### src/verilog/umsc_pkg.sv
package umsc_pkg;

   // ----------------------------------------------------------------
   // register map (byte addresses)
   // ----------------------------------------------------------------
   localparam logic [7:0] ADDR_DATA = 8'h00;
   localparam logic [7:0] ADDR_STATUS = 8'h04;
   localparam logic [7:0] ADDR_CTRL = 8'h08;
   localparam logic [7:0] ADDR_BAUD = 8'h0c;

   // status bit positions
   localparam int ST_RX_NOT_EMPTY_FLAG = 0;
   localparam int ST_IDLE = 1;
   localparam int ST_NOISE = 2;
   localparam int ST_TXBUSY = 3;
   localparam int ST_MUTE = 4;
   // position of the mute bit inside the control word
   localparam int CTRL_MUTE = 8;

   // ----------------------------------------------------------------
   // reset values and timing
   // ----------------------------------------------------------------
   localparam logic [15:0] CTRL_RST = 16'h0000;
   localparam logic [15:0] BAUD_RST = 16'h0010;
   localparam logic [4:0] OVS_TICKS = 5'h10;
   localparam logic [4:0] MID_TICK = 5'h08;
   localparam logic [3:0] DATA_BITS = 4'h8;
   localparam logic [7:0] IDLE_TICKS = 8'ha0;
   localparam logic [1:0] RESP_OKAY = 2'h0;
   localparam logic [1:0] RESP_SLVERR = 2'h2;

   typedef struct packed {
      logic [3:0] node_addr;
      logic [3:0] rsvd;
      logic last_bit_clock_pulse;
      logic clock_phase_select;
      logic clock_polarity_select;
      logic sync_en;
      logic parity_en;
      logic wake;
      logic receiver_enable;
      logic transmitter_enable;
   } umsc_ctrl_t;

   typedef enum logic [1:0] {DEC_DATA, DEC_STATUS, DEC_CTRL, DEC_BAUD} umsc_reg_t;

   typedef struct packed {
      logic hit;
      umsc_reg_t sel;
   } umsc_dec_t;

endpackage

### src/verilog/umsc_top.sv
// The placing of the registers and the AXI4-Lite register port were chosen for this implementation.
`timescale 1ns/1ps
// What this block does
// [RULE_01] while muted no receive status flag is set and no receive event raised
// [RULE_02] wake bit chooses idle-line (0) or address-mark (1) mute handling
// [RULE_03] with idle-line wake, software writing mute one enters mute
// [RULE_04] idle frame ends mute, clears mute bit, idle flag stays clear
// [RULE_05] software writing mute zero leaves mute
// [RULE_06] address-mark: msb one means address, low four bits compared to node
// [RULE_07] unmatched address enters mute, sets no receive-not-empty flag
// [RULE_08] matched address clears mute and sets receive-not-empty for it
// [RULE_09] mute writes only take effect while receive-not-empty is clear
// [RULE_10] with parity, address marker sits one below the parity bit
// [RULE_11] sync clock output runs only during data bits, never start or stop
// [RULE_12] last-bit pulse control gates the clock on the final data bit
// [RULE_13] polarity sets clock idle level, phase sets data-aligned edge
// [RULE_14] sync clock stays inactive while idle, preamble or break
// [RULE_15] sync reception uses one sample, never sets the noise flag
// [RULE_16] clock only while transmitter enabled and a written word shifts out
// [RULE_17] host changes clock settings only with transmitter and receiver off
// [RULE_18] host should enable transmitter and receiver in one write
// [RULE_19] clock pin is always an output, block is sync master only
// [RULE_20] idle frame is a full frame time with receive line held high
module umsc_top (
   input wire logic MCLK, // 40 MHz clock
   input wire logic RESET_N, // async reset
   input wire logic AWVALID, // write address valid
   output logic AWREADY, // write address ready
   input wire logic [7:0] AWADDR, // write address
   input wire logic WVALID, // write data valid
   output logic WREADY, // write data ready
   input wire logic [31:0] WDATA, // write data
   input wire logic [3:0] WSTRB, // byte strobes
   output logic BVALID, // write response valid
   input wire logic BREADY, // write response ready
   output logic [1:0] BRESP, // write response
   input wire logic ARVALID, // read address valid
   output logic ARREADY, // read address ready
   input wire logic [7:0] ARADDR, // read address
   output logic RVALID, // read data valid
   input wire logic RREADY, // read data ready
   output logic [31:0] RDATA, // read data
   output logic [1:0] RRESP, // read response
   input wire logic RXD, // serial receive pin
   output logic TXD, // serial transmit pin
   output logic SCLK // sync clock output
);

   // ----------------------------------------------------------------
   // decode
   // ----------------------------------------------------------------
   function automatic umsc_pkg::umsc_dec_t decode(input logic [7:0] a);
      umsc_pkg::umsc_dec_t d;
      d.hit = 1'b1;
      d.sel = umsc_pkg::DEC_DATA;
      case (a)
         umsc_pkg::ADDR_DATA: d.sel = umsc_pkg::DEC_DATA;
         umsc_pkg::ADDR_STATUS: d.sel = umsc_pkg::DEC_STATUS;
         umsc_pkg::ADDR_CTRL: d.sel = umsc_pkg::DEC_CTRL;
         umsc_pkg::ADDR_BAUD: d.sel = umsc_pkg::DEC_BAUD;
         default: d.hit = 1'b0;
      endcase
      return d;
   endfunction

   function automatic logic [15:0] merge(input logic [15:0] old, input logic [31:0] wd,
                                         input logic [3:0] st);
      return {st[1] ? wd[15:8] : old[15:8], st[0] ? wd[7:0] : old[7:0]};
   endfunction

   umsc_pkg::umsc_ctrl_t ctrl;
   logic [15:0] baud_div;
   logic mute, rx_not_empty_flag, idle_flag, noise_flag;
   logic [7:0] rx_data;
   logic aw_hold, w_hold;
   logic [7:0] aw_addr;
   logic [31:0] w_data;
   logic [3:0] w_strb;
   umsc_pkg::umsc_dec_t wdec, rdec;
   logic wr_fire, rd_fire, wr_data, wr_stat, wr_ctrl, rd_data;
   logic tx_busy;

   assign wdec = decode(aw_addr);
   assign rdec = decode(ARADDR);
   assign wr_fire = aw_hold && w_hold && !BVALID;
   assign rd_fire = ARVALID && ARREADY;
   assign wr_data = wr_fire && wdec.hit && wdec.sel == umsc_pkg::DEC_DATA;
   assign wr_stat = wr_fire && wdec.hit && wdec.sel == umsc_pkg::DEC_STATUS;
   assign wr_ctrl = wr_fire && wdec.hit && wdec.sel == umsc_pkg::DEC_CTRL;
   assign rd_data = rd_fire && rdec.hit && rdec.sel == umsc_pkg::DEC_DATA;

   // ----------------------------------------------------------------
   // axi4-lite write channel
   // ----------------------------------------------------------------
   always_ff @(posedge MCLK or negedge RESET_N) begin
      if (!RESET_N) begin
         aw_hold <= 1'b0;
         w_hold <= 1'b0;
         AWREADY <= 1'b0;
         WREADY <= 1'b0;
         aw_addr <= 8'h00;
         w_data <= 32'h0000_0000;
         w_strb <= 4'h0;
         BVALID <= 1'b0;
         BRESP <= umsc_pkg::RESP_OKAY;
      end else begin
         if (AWVALID && AWREADY) begin
            aw_hold <= 1'b1;
            aw_addr <= AWADDR;
            AWREADY <= 1'b0;
         end else if (wr_fire) begin
            aw_hold <= 1'b0;
         end else if (!aw_hold) begin
            AWREADY <= 1'b1;
         end
         if (WVALID && WREADY) begin
            w_hold <= 1'b1;
            w_data <= WDATA;
            w_strb <= WSTRB;
            WREADY <= 1'b0;
         end else if (wr_fire) begin
            w_hold <= 1'b0;
         end else if (!w_hold) begin
            WREADY <= 1'b1;
         end
         if (wr_fire) begin
            BVALID <= 1'b1;
            BRESP <= wdec.hit ? umsc_pkg::RESP_OKAY : umsc_pkg::RESP_SLVERR;
         end else if (BVALID && BREADY) begin
            BVALID <= 1'b0;
         end
      end
   end

   // ----------------------------------------------------------------
   // axi4-lite read channel
   // ----------------------------------------------------------------
   always_ff @(posedge MCLK or negedge RESET_N) begin
      if (!RESET_N) begin
         ARREADY <= 1'b0;
         RVALID <= 1'b0;
         RDATA <= 32'h0000_0000;
         RRESP <= umsc_pkg::RESP_OKAY;
      end else if (rd_fire) begin
         ARREADY <= 1'b0;
         RVALID <= 1'b1;
         RRESP <= rdec.hit ? umsc_pkg::RESP_OKAY : umsc_pkg::RESP_SLVERR;
         RDATA <= 32'h0000_0000;
         if (rdec.hit) begin
            case (rdec.sel)
               umsc_pkg::DEC_DATA: RDATA <= {24'h000000, rx_data};
               umsc_pkg::DEC_STATUS: RDATA <= {27'h0000000, mute, tx_busy, noise_flag,
                                                idle_flag, rx_not_empty_flag};
               umsc_pkg::DEC_CTRL: begin
                  RDATA <= {16'h0000, ctrl};
                  RDATA[umsc_pkg::CTRL_MUTE] <= mute;
               end
               default: RDATA <= {16'h0000, baud_div};
            endcase
         end
      end else if (RVALID && RREADY) begin
         RVALID <= 1'b0;
      end else if (!RVALID) begin
         ARREADY <= 1'b1;
      end
   end

   // ----------------------------------------------------------------
   // control registers
   // ----------------------------------------------------------------
   always_ff @(posedge MCLK or negedge RESET_N) begin
      if (!RESET_N) begin
         ctrl <= umsc_pkg::CTRL_RST;
         baud_div <= umsc_pkg::BAUD_RST;
      end else if (wr_fire && wdec.hit) begin
         if (wdec.sel == umsc_pkg::DEC_CTRL)
            ctrl <= merge(ctrl, w_data, w_strb) & 16'hf0ff;
         if (wdec.sel == umsc_pkg::DEC_BAUD)
            baud_div <= merge(baud_div, w_data, w_strb);
      end
   end

   // ----------------------------------------------------------------
   // oversampling tick: sixteen per bit
   // ----------------------------------------------------------------
   logic [15:0] div_cnt;
   logic tick;
   always_ff @(posedge MCLK or negedge RESET_N) begin
      if (!RESET_N) begin
         div_cnt <= 16'h0000;
         tick <= 1'b0;
      end else begin
         tick <= div_cnt <= 16'h0001;
         div_cnt <= (div_cnt <= 16'h0001) ? baud_div : div_cnt - 16'h0001;
      end
   end

   // ----------------------------------------------------------------
   // transmitter and sync clock
   // ----------------------------------------------------------------
   typedef enum {TX_IDLE, TX_START, TX_BITS, TX_STOP} umsc_tx_t;
   umsc_tx_t tx_state;
   logic [7:0] tx_shift;
   logic [3:0] tx_bit;
   logic [4:0] tx_tick;
   logic [7:0] tx_word;
   logic clk_act;

   assign tx_busy = tx_state != TX_IDLE;
   // parity replaces the top bit; even parity over the low seven
   assign tx_word = ctrl.parity_en ? {^w_data[6:0], w_data[6:0]} : w_data[7:0];

   always_ff @(posedge MCLK or negedge RESET_N) begin
      if (!RESET_N) begin
         tx_state <= TX_IDLE;
         tx_shift <= 8'h00;
         tx_bit <= 4'h0;
         tx_tick <= 5'h00;
         TXD <= 1'b1;
      end else begin
         case (tx_state)
            TX_IDLE: begin
               TXD <= 1'b1;
               // [RULE_16] word written with transmitter on
               if (wr_data && ctrl.transmitter_enable && w_strb[0]) begin
                  tx_shift <= tx_word;
                  tx_state <= TX_START;
                  tx_tick <= 5'h00;
               end
            end
            TX_START: begin
               TXD <= 1'b0;
               if (tick) begin
                  tx_tick <= tx_tick + 5'h01;
                  if (tx_tick == umsc_pkg::OVS_TICKS - 5'h01) begin
                     tx_tick <= 5'h00;
                     tx_bit <= 4'h0;
                     tx_state <= TX_BITS;
                  end
               end
            end
            TX_BITS: begin
               TXD <= tx_shift[0];
               if (tick) begin
                  tx_tick <= tx_tick + 5'h01;
                  if (tx_tick == umsc_pkg::OVS_TICKS - 5'h01) begin
                     tx_tick <= 5'h00;
                     tx_shift <= {1'b0, tx_shift[7:1]};
                     tx_bit <= tx_bit + 4'h1;
                     if (tx_bit == umsc_pkg::DATA_BITS - 4'h1)
                        tx_state <= TX_STOP;
                  end
               end
            end
            TX_STOP: begin
               TXD <= 1'b1;
               if (tick) begin
                  tx_tick <= tx_tick + 5'h01;
                  if (tx_tick == umsc_pkg::OVS_TICKS - 5'h01)
                     tx_state <= TX_IDLE;
               end
            end
            default: tx_state <= TX_IDLE;
         endcase
      end
   end

   // [RULE_11] pulses only inside data bits
   // [RULE_12] final bit gated by last-bit control
   // [RULE_13] phase picks first or second half
   always_comb begin
      clk_act = 1'b0;
      if (tx_state == TX_BITS && ctrl.sync_en && ctrl.transmitter_enable &&
          (tx_bit != umsc_pkg::DATA_BITS - 4'h1 || ctrl.last_bit_clock_pulse))
         clk_act = ctrl.clock_phase_select ? (tx_tick < umsc_pkg::MID_TICK) :
                                             (tx_tick >= umsc_pkg::MID_TICK);
   end

   // [RULE_14] otherwise resting at the polarity level
   // [RULE_19] pin is driven output only
   always_ff @(posedge MCLK or negedge RESET_N) begin
      if (!RESET_N)
         SCLK <= 1'b0;
      else
         SCLK <= ctrl.clock_polarity_select ^ clk_act;
   end

   // ----------------------------------------------------------------
   // receiver
   // ----------------------------------------------------------------
   logic rx_s1, rx_s2, rx_prev;
   always_ff @(posedge MCLK or negedge RESET_N) begin
      if (!RESET_N) begin
         rx_s1 <= 1'b1;
         rx_s2 <= 1'b1;
         rx_prev <= 1'b1;
      end else begin
         rx_s1 <= RXD;
         rx_s2 <= rx_s1;
         rx_prev <= rx_s2;
      end
   end

   typedef enum {RX_IDLE, RX_START, RX_BITS, RX_STOP} umsc_rx_t;
   umsc_rx_t rx_state;
   logic [7:0] rx_shift;
   logic [3:0] rx_bit;
   logic [4:0] rx_tick;
   logic [2:0] smp;
   logic bit_val, bit_noisy, char_done, noise_seen;
   logic [7:0] idle_cnt;
   logic idle_ev, idle_armed;

   // [RULE_15] single sample in sync mode, majority of three otherwise
   assign bit_val = ctrl.sync_en ? smp[1] :
                    (smp[0] & smp[1]) | (smp[1] & smp[2]) | (smp[0] & smp[2]);
   assign bit_noisy = !ctrl.sync_en && !(&smp || ~|smp);

   always_ff @(posedge MCLK or negedge RESET_N) begin
      if (!RESET_N) begin
         rx_state <= RX_IDLE;
         rx_shift <= 8'h00;
         rx_bit <= 4'h0;
         rx_tick <= 5'h00;
         smp <= 3'h7;
         char_done <= 1'b0;
         noise_seen <= 1'b0;
      end else begin
         char_done <= 1'b0;
         if (tick && rx_state != RX_IDLE) begin
            rx_tick <= rx_tick + 5'h01;
            if (rx_tick >= umsc_pkg::MID_TICK - 5'h01 && rx_tick <= umsc_pkg::MID_TICK + 5'h01)
               smp <= {smp[1:0], rx_s2};
         end
         case (rx_state)
            RX_IDLE: begin
               if (ctrl.receiver_enable && rx_prev && !rx_s2) begin
                  rx_state <= RX_START;
                  rx_tick <= 5'h00;
                  noise_seen <= 1'b0;
               end
            end
            RX_START: begin
               if (tick && rx_tick == umsc_pkg::OVS_TICKS - 5'h01) begin
                  rx_tick <= 5'h00;
                  rx_bit <= 4'h0;
                  rx_state <= bit_val ? RX_IDLE : RX_BITS;
               end
            end
            RX_BITS: begin
               if (tick && rx_tick == umsc_pkg::OVS_TICKS - 5'h01) begin
                  rx_tick <= 5'h00;
                  rx_shift <= {bit_val, rx_shift[7:1]};
                  noise_seen <= noise_seen | bit_noisy;
                  rx_bit <= rx_bit + 4'h1;
                  if (rx_bit == umsc_pkg::DATA_BITS - 4'h1)
                     rx_state <= RX_STOP;
               end
            end
            RX_STOP: begin
               if (tick && rx_tick == umsc_pkg::MID_TICK) begin
                  char_done <= 1'b1;
                  rx_state <= RX_IDLE;
               end
            end
            default: rx_state <= RX_IDLE;
         endcase
      end
   end

   // [RULE_20] a whole frame time of high line, once per idle stretch
   always_ff @(posedge MCLK or negedge RESET_N) begin
      if (!RESET_N) begin
         idle_cnt <= 8'h00;
         idle_ev <= 1'b0;
         idle_armed <= 1'b0;
      end else begin
         idle_ev <= 1'b0;
         if (!ctrl.receiver_enable || !rx_s2 || rx_state != RX_IDLE) begin
            idle_cnt <= 8'h00;
            idle_armed <= ctrl.receiver_enable;
         end else if (tick && idle_armed) begin
            idle_cnt <= idle_cnt + 8'h01;
            if (idle_cnt == umsc_pkg::IDLE_TICKS - 8'h01) begin
               idle_ev <= 1'b1;
               idle_armed <= 1'b0;
            end
         end
      end
   end

   // ----------------------------------------------------------------
   // mute and receive flags
   // ----------------------------------------------------------------
   logic is_addr, addr_match, accept;
   // [RULE_10] marker one below parity
   // [RULE_06] marker set means address
   assign is_addr = ctrl.parity_en ? rx_shift[6] : rx_shift[7];
   assign addr_match = rx_shift[3:0] == ctrl.node_addr;
   // [RULE_01] muted characters raise nothing
   // [RULE_08] matching address itself is delivered
   assign accept = char_done && (ctrl.wake && is_addr ? addr_match : !mute);

   // [RULE_02] wake bit picks method
   always_ff @(posedge MCLK or negedge RESET_N) begin
      if (!RESET_N) begin
         mute <= 1'b0;
      end else if (ctrl.wake && char_done && is_addr) begin
         // [RULE_07] foreign address mutes
         mute <= !addr_match;
      end else if (!ctrl.wake && idle_ev && mute) begin
         // [RULE_04] idle frame wakes
         mute <= 1'b0;
      end else if (wr_ctrl && w_strb[1] && !rx_not_empty_flag) begin
         // [RULE_09] write honoured only with receive buffer empty
         // [RULE_03] [RULE_05] software enters or leaves mute
         mute <= w_data[umsc_pkg::CTRL_MUTE];
      end
   end

   always_ff @(posedge MCLK or negedge RESET_N) begin
      if (!RESET_N) begin
         rx_not_empty_flag <= 1'b0;
         rx_data <= 8'h00;
         idle_flag <= 1'b0;
         noise_flag <= 1'b0;
      end else begin
         if (accept) begin
            rx_not_empty_flag <= 1'b1;
            rx_data <= rx_shift;
         end else if (rd_data) begin
            rx_not_empty_flag <= 1'b0;
         end
         // [RULE_04] no idle flag while muted
         if (idle_ev && !mute)
            idle_flag <= 1'b1;
         else if (wr_stat && w_strb[0] && w_data[umsc_pkg::ST_IDLE])
            idle_flag <= 1'b0;
         // [RULE_15] noise only from async majority
         if (accept && noise_seen)
            noise_flag <= 1'b1;
         else if (wr_stat && w_strb[0] && w_data[umsc_pkg::ST_NOISE])
            noise_flag <= 1'b0;
      end
   end
endmodule

### config.mk
export PLATFORM = sky130hd
export DESIGN_NAME = umsc_top
export DESIGN_NICKNAME = d
export VERILOG_FILES = /design/src/verilog/umsc_pkg.sv /design/src/verilog/umsc_top.sv
export SDC_FILE = /design/constraint.sdc
export NUM_CORES = 1
export LEC_CHECK = 0
export ABC_AREA = 1
export BUFFER_PORTS_ARGS = -buffer_cell sky130_fd_sc_hd__buf_2
export CORE_MARGIN = 1
export CORE_UTILIZATION = 27
export DETAILED_ROUTE_END_ITERATION = 10
export GPL_TIMING_DRIVEN = 1
export HOLD_SLACK_MARGIN = 0.08
export PLACE_DENSITY = 0.47
export SYNTH_ARGS = -nofsm -noshare
export SYNTH_HDL_FRONTEND = slang
export SYNTH_SLANG_ARGS = --single-unit
export TNS_END_PERCENT = 30
### constraint.sdc
create_clock -name MCLK -period 3.15 [get_ports MCLK]
set_clock_uncertainty 0.1 [all_clocks]
set_input_delay 0.1575 -clock MCLK [delete_from_list [all_inputs] [get_ports MCLK]]
set_output_delay 0.1575 -clock MCLK [all_outputs]
set_load 0.1 [all_outputs]
Yosys cells after proc, flatten, opt, wreduce, memory -nomap -nowiden
Index checks and enable logic that the tools add are counted.

Register bits: 244. Bits in latches: 0. Memory bits (writable): 0. Bits in read-only memories: 0. Input bits: 60. Output and inout bits: 43. Logic and storage cells: 307. Memories: 0.

$add $sub $neg: 6. Multiply operators: 0. Divide/modulo/power cells: 0. Order comparisons: 5. Equality and inequality tests: 46. Shifts and indexed selects: 0. Muxes and demuxes: 91. Bitwise operators: 7. Reduce and logical (&&, ||, !) cells: 102.

Operators with widths (count): 2-to-1 mux 32 bit (13); one-hot mux 32 bit (4 select lines) (2); equality test 32 x 2 -> 1 bit (second input constant) (4); equality test 32 x 1 -> 1 bit (second input constant) (2); zero test 32 bit (2); nonzero test 32 bit (2); 2-to-1 mux 8 bit (6); one-hot mux 16 bit (3 select lines) (1); 2-to-1 mux 1 bit (42); logical AND 1 bit (39); 2-to-1 mux 5 bit (7); equality test 32 x 3 -> 1 bit (second input constant) (1); equality test 8 x 4 -> 1 bit (second input constant) (4); 2-to-1 mux 16 bit (2); inequality test 2 bit (second input constant) (14); nonzero test 2 bit (13); 2-to-1 mux 4 bit (6); AND reduction 3 bit (7); equality test 8 x 3 -> 1 bit (second input constant) (2); <= comparator 16 x 1 -> 1 bit (second input constant) (1); zero test 8 bit (2); one-hot mux 4 bit (2 select lines) (2); one-hot mux 8 bit (2 select lines) (1); subtractor 16 x 1 -> 16 bit (second input constant) (1); other kinds (36) (81).

Logic depth before layout (Yosys ltp)
Depth after elaboration: 10. Mapped depth: 11. Gate-level depth less buffers: 11.

Least setup slack after synthesis
No wires, ideal clock.

Path type: flip-flop to flip-flop. Start: register ARREADY. End: register rx_not_empty_flag. Library setup time: 125 ps. Arrival time: 1894 ps. Required time: 2925 ps. Slack: 1031 ps. Cell stages (with the launch flop): 8. Path buffers: 0. Period minus slack after synthesis: 2119 ps. Path through: dfrtp_1 -> nand2_1 -> inv_2 -> nand2_1 -> inv_2 -> nand2_1 -> nand2_1 -> o21ai_1.

Longest elaborated chain between the ends: 4.

RTL lines: start, declared (RTL line umsc_top.sv:38) `output logic ARREADY,`; start signal, assigned (RTL line umsc_top.sv:140) `ARREADY <= 1'b0;`; start signal, assigned (RTL line umsc_top.sv:145) `ARREADY <= 1'b0;`; start signal, assigned (RTL line umsc_top.sv:164) `ARREADY <= 1'b1;`; logical AND 1 bit (RTL line umsc_top.sv:86) `assign rd_fire = ARVALID && ARREADY;`; logical AND 1 bit (2 in series) (RTL line umsc_top.sv:90) `assign rd_data = rd_fire && rdec.hit && rdec.sel == umsc_pkg::DEC_DATA;`; nonzero test 2 bit (no source line); end signal, assigned (RTL line umsc_top.sv:423) `rx_not_empty_flag <= 1'b0;`; end signal, assigned (RTL line umsc_top.sv:429) `rx_not_empty_flag <= 1'b1;`; end signal, assigned (RTL line umsc_top.sv:432) `rx_not_empty_flag <= 1'b0;`; end, declared (RTL line umsc_top.sv:73) `logic mute, rx_not_empty_flag, idle_flag, noise_flag;`.

No other way between the ends. A chain may end at the register's enable or synchronous reset.

Worst setup path after layout
Start: register rx_tick[0]. End: register noise_seen.

Longest elaborated chain between the ends: 4.

RTL lines: start, declared (RTL line umsc_top.sv:308) `logic [4:0] rx_tick;`; start signal, assigned (RTL line umsc_top.sv:331) `rx_tick <= rx_tick + 5'h01;`; equality test 5 x 4 -> 1 bit (RTL line umsc_top.sv:351) `if (tick && rx_tick == umsc_pkg::OVS_TICKS - 5'h01) begin`; logical AND 1 bit (RTL line umsc_top.sv:351); inequality test 2 bit (no source line); AND reduction 3 bit (no source line); end signal, assigned (RTL line umsc_top.sv:354) `noise_seen <= noise_seen | bit_noisy;`; end, declared (RTL line umsc_top.sv:310) `logic bit_val, bit_noisy, char_done, noise_seen;`.

No other way between the ends.

==> impl_metrics.py <==
metrics = {
    "route": {
        "drt_iter0_markers": 311,
        "drc": 0,
        "num_vias": 6504,
        "ant_nets": 0,
        "via_per_inst": 4.327,
        "wl_per_cell_um": 12.74,
        "drt_wl_total_um": 19150,
        "dr.pass1.iters": 4,
    },
    "timing": {
        "tns_ns": 0,
        "setup_violations": 0,
        "grt_setup_unrepaired": "no",
        "worst_pin_slew_ns": 0.7478,
        "maxSlewViolCount": 0,
        "finalCritPeriodShare_pct": 70.43,
        "maxSlewHeadroom_pct": 50.15,
        "finalHoldViolCount": 0,
        "finalCriticalPeriod_ns": 2.219,
        "fmax_mhz": 450.8,
        "worst_slack_ns": 0.9315,
    },
    "cts": {
        "cts_buffers": 17,
        "cts_tree": "built",
        "cts_setup_buffers": 0,
        "clock_path_buffers": 2,
        "h-tree-depth": 4,
        "ctsResizeCount": 0,
        "clock-root-buffer": "clkbuf_16",
        "clkTransAtPathRegs_ns": 0.07,
        "cts_sinks": 166,
        "insertion_delay_ns": 0.43,
    },
    "worst_setup_path": {
        "start_kind": "register",
        "cp.depth": 10,
        "worst_ep_arrival_time_ns": 2.47,
        "r2r_cells": 10,
        "crit_path_top_delay_cell": "nor2_1",
        "slowest_delay_ns": 0.56,
        "worstSetupPathType": "register to register",
        "critical_path.cell_chain": "ha_1 > nand2_1 > nor2_1 > ha_1 > nand2_1 > nor2_1 > o21ai_0 > inv_1 > a31oi_1 > a21oi_1",
        "critPathBufInv": 1,
        "cp-end-kind": "register",
        "cp_top_family": "simple AND/OR/NAND/NOR gates",
        "required_ns": 3.40,
        "crit_fanout": 11,
    },
    "logic_synthesis": {
        "synth.area.mux_share_pct": 0,
        "synth-simple-area-share_pct": 24.47,
        "yosys_register_bits": 166,
        "syn-cell-area_um2": 8125,
        "yosysSeqAreaShare_pct": 51.25,
        "synth_top_family_by_area": "simple AND/OR/NAND/NOR gates",
        "synth-xor-area-share_pct": 1.509,
        "synthCells": 990,
        "yosysWarnings": 0,
        "syn_avg_cell_area_um2": 8.207,
        "synth_compound_area_share_pct": 11.33,
        "yosys.area_share.adder_pct": 3.234,
        "ys_types": 48,
    },
    "hold_path": {
        "worstHoldPathType": "input pin to async pin",
    },
    "final_layout": {
        "syn2layout_area_growth_pct": 20.79,
        "nNetsFinal": 1180,
        "multi_input_area_um2": 3362,
        "regArea_um2": 4164,
        "n_fill_cell": 3160,
        "drive_gt1_share_pct": 12.14,
    },
    "power_and_ir_drop": {
        "max-vdd-ir-drop_v": 0.0003846,
        "power_frac_comb_pct": 31.6,
        "netSwitchingFraction_pct": 38.02,
        "pwr-share-clk_pct": 30.5,
        "p_int_uw": 4638,
        "p_leak_uw": 0.004754,
        "seq_power_share_pct": 37.9,
        "power.switching_uw": 2845,
        "power.density_nw_per_um2": 762.5,
    },
    "job": {
        "max-cap-violations": 0,
    },
    "placement": {
        "dpl.hpwl_um": 13620,
        "routabilityCongestion": 0.7570,
        "port_buffers": 66,
        "place_ws_ns": 0.9253,
    },
    "floorplan": {
        "die_area_um2": 30790,
        "die_x_um": 175.5,
        "core_region_area_um2": 29640,
        "pin_count": 103,
        "core.rowCount": 63,
        "initial_core_util_pct": 27.41,
        "fp.dieH_um": 175.5,
    },
    "global_routing": {
        "grt_antenna_before_repair": 0,
        "grt_max_degree": 67,
        "grtUsageTotal_pct": 13.11,
        "gr-total-overflow": 0,
        "grt_pass1_wl_um": 31970,
        "grt_pass1_vias": 6365,
    },
    "run_status": {
        "run_status": "finished clean",
    },
}
==> power groups by stage <==
stage               logic [uW]  registers [uW]  clock network (uW)
floorplan                 1510            3120                   0
global placement          2320            2870                   0
detailed placement        2330            2870                   0
CTS                       2400            2840                2340
global route              2680            2900                2420
finish                    2360            2840                2280
==> cell usage in the layout (no fill, tap or decap), types with 6 or more instances in the layout <==
cell	n
conb_1	18
ha_1	21
nand2_1	292
clkbuf_16	17
nor3_1	10
nand3_1	46
buf_4	6
xnor2_1	6
nor2_1	85
buf_2	65
a21oi_1	20
o21ai_1	24
dfrtp_1	158
xor2_1	8
nand4_1	11
dlygate4sd3_1	35
dfstp_2	8
o21ai_0	104
inv_1	108
==> layout make-up <==
cell class / count / area share (%)
flip-flops and latches: 166 / 42.43
multi-input cells: 692 / 34.26
repair buffers: 107 / 7.458
well taps: 390 / 4.972
clock buffers: 22 / 4.628
inverters: 115 / 4.398
clock inverters: 10 / 1.836
diodes: 1 / 0.02550
==> cells by family after synthesis <==
kind of cell / count (synthesis)
adder cells (fa/ha/maj): 21
other: 1
AND/OR/NAND/NOR: 468
AO/OA/AOI/OAI: 171
buffers and inverters: 149
flip-flops: 166
XOR/XNOR: 14
==> cells in the mapped netlist, drive strengths merged <==
| cell | instances | area, um2 |
|---|---|---|
| o211ai | 4 | 30.03 |
| ha | 21 | 262.8 |
| and3 | 1 | 7.510 |
| nand3b | 1 | 7.510 |
| o22ai | 2 | 12.51 |
| nand3 | 48 | 250.2 |
| inv | 113 | 424.2 |
| or2 | 3 | 21.28 |
| nand2 | 298 | 1139 |
| buf | 26 | 200.2 |
| a211oi | 2 | 15.01 |
| nor4 | 2 | 18.77 |
| xor2 | 8 | 70.07 |
| o21ai | 129 | 656.9 |
| a221oi | 1 | 8.760 |
| dfrtp | 158 | 3954 |
| a21oi | 20 | 100.1 |
| xnor2 | 6 | 52.55 |
| nand4 | 12 | 90.09 |
| o21bai | 1 | 7.510 |
| dfstp | 8 | 210.2 |
| clkinv | 2 | 7.510 |
| a31oi | 5 | 31.28 |
| nor3b | 1 | 7.510 |
| o31ai | 6 | 50.05 |
| nor3 | 11 | 66.32 |
| clkbuf | 8 | 31.28 |
| conb | 1 | 3.750 |
| a22o | 1 | 8.760 |
| nor2 | 91 | 380.4 |
==> timing repair <==
item,in CTS,in global routing
setup endpoints to repair,0,0
endpoints found under the hold margin,93,0
hold buffers,35,0
==> registers in the layout, indices dropped and copies added (netlist names), 2 cells and up <==
register  count
rx_data       8
div_cnt      16
w_data       16
tx_tick       5
RDATA        16
tx_state      2
idle_cnt      8
ctrl         12
rx_state      2
w_strb        2
rx_bit        4
tx_shift      8
aw_addr       8
rx_tick       5
smp           3
baud_div     16
rx_shift      8
tx_bit        4
==> routing by layer <==
metal / up-vias / part of all wire [%] / GRT usage, %
met2: 72 / 48 / 22.16
met4: 0 / 1.2 / 3.913
met1: 3044 / 49 / 16.95
met5: - / 0 / 0
li1: 3371 / - / -
met3: 17 / 2.4 / 2.468
==> through the flow <==
stage	total power (uW)	util (%)	std cells	hold WS, ns	instance area [um2]
after global placement	5186	29.78	1435	0.1022	8827
final	7484	33.11	1503	0.1907	9814
after global routing	8005	33.11	1502	0.1935	9812
after floorplan	4635	-	1007	-0.2381	8189
after CTS	7582	33.11	1502	0.1673	9812
after detailed placement	5208	29.78	1435	0.09540	8827
==> worst paths after layout <==
check	startpoint	endpoint	slack, ns
min	RESET_N	baud_div[11]	0.19
min reg2reg	rx_s1	rx_s2	0.26
max in group asynchronous	RESET_N	TXD	1.82
max	rx_tick[0]	noise_seen	0.93
min in group MCLK	ARADDR[0]	RRESP[1]	0.19
max reg2reg	rx_tick[0]	noise_seen	0.93
(Power assumes the default switching activity.)
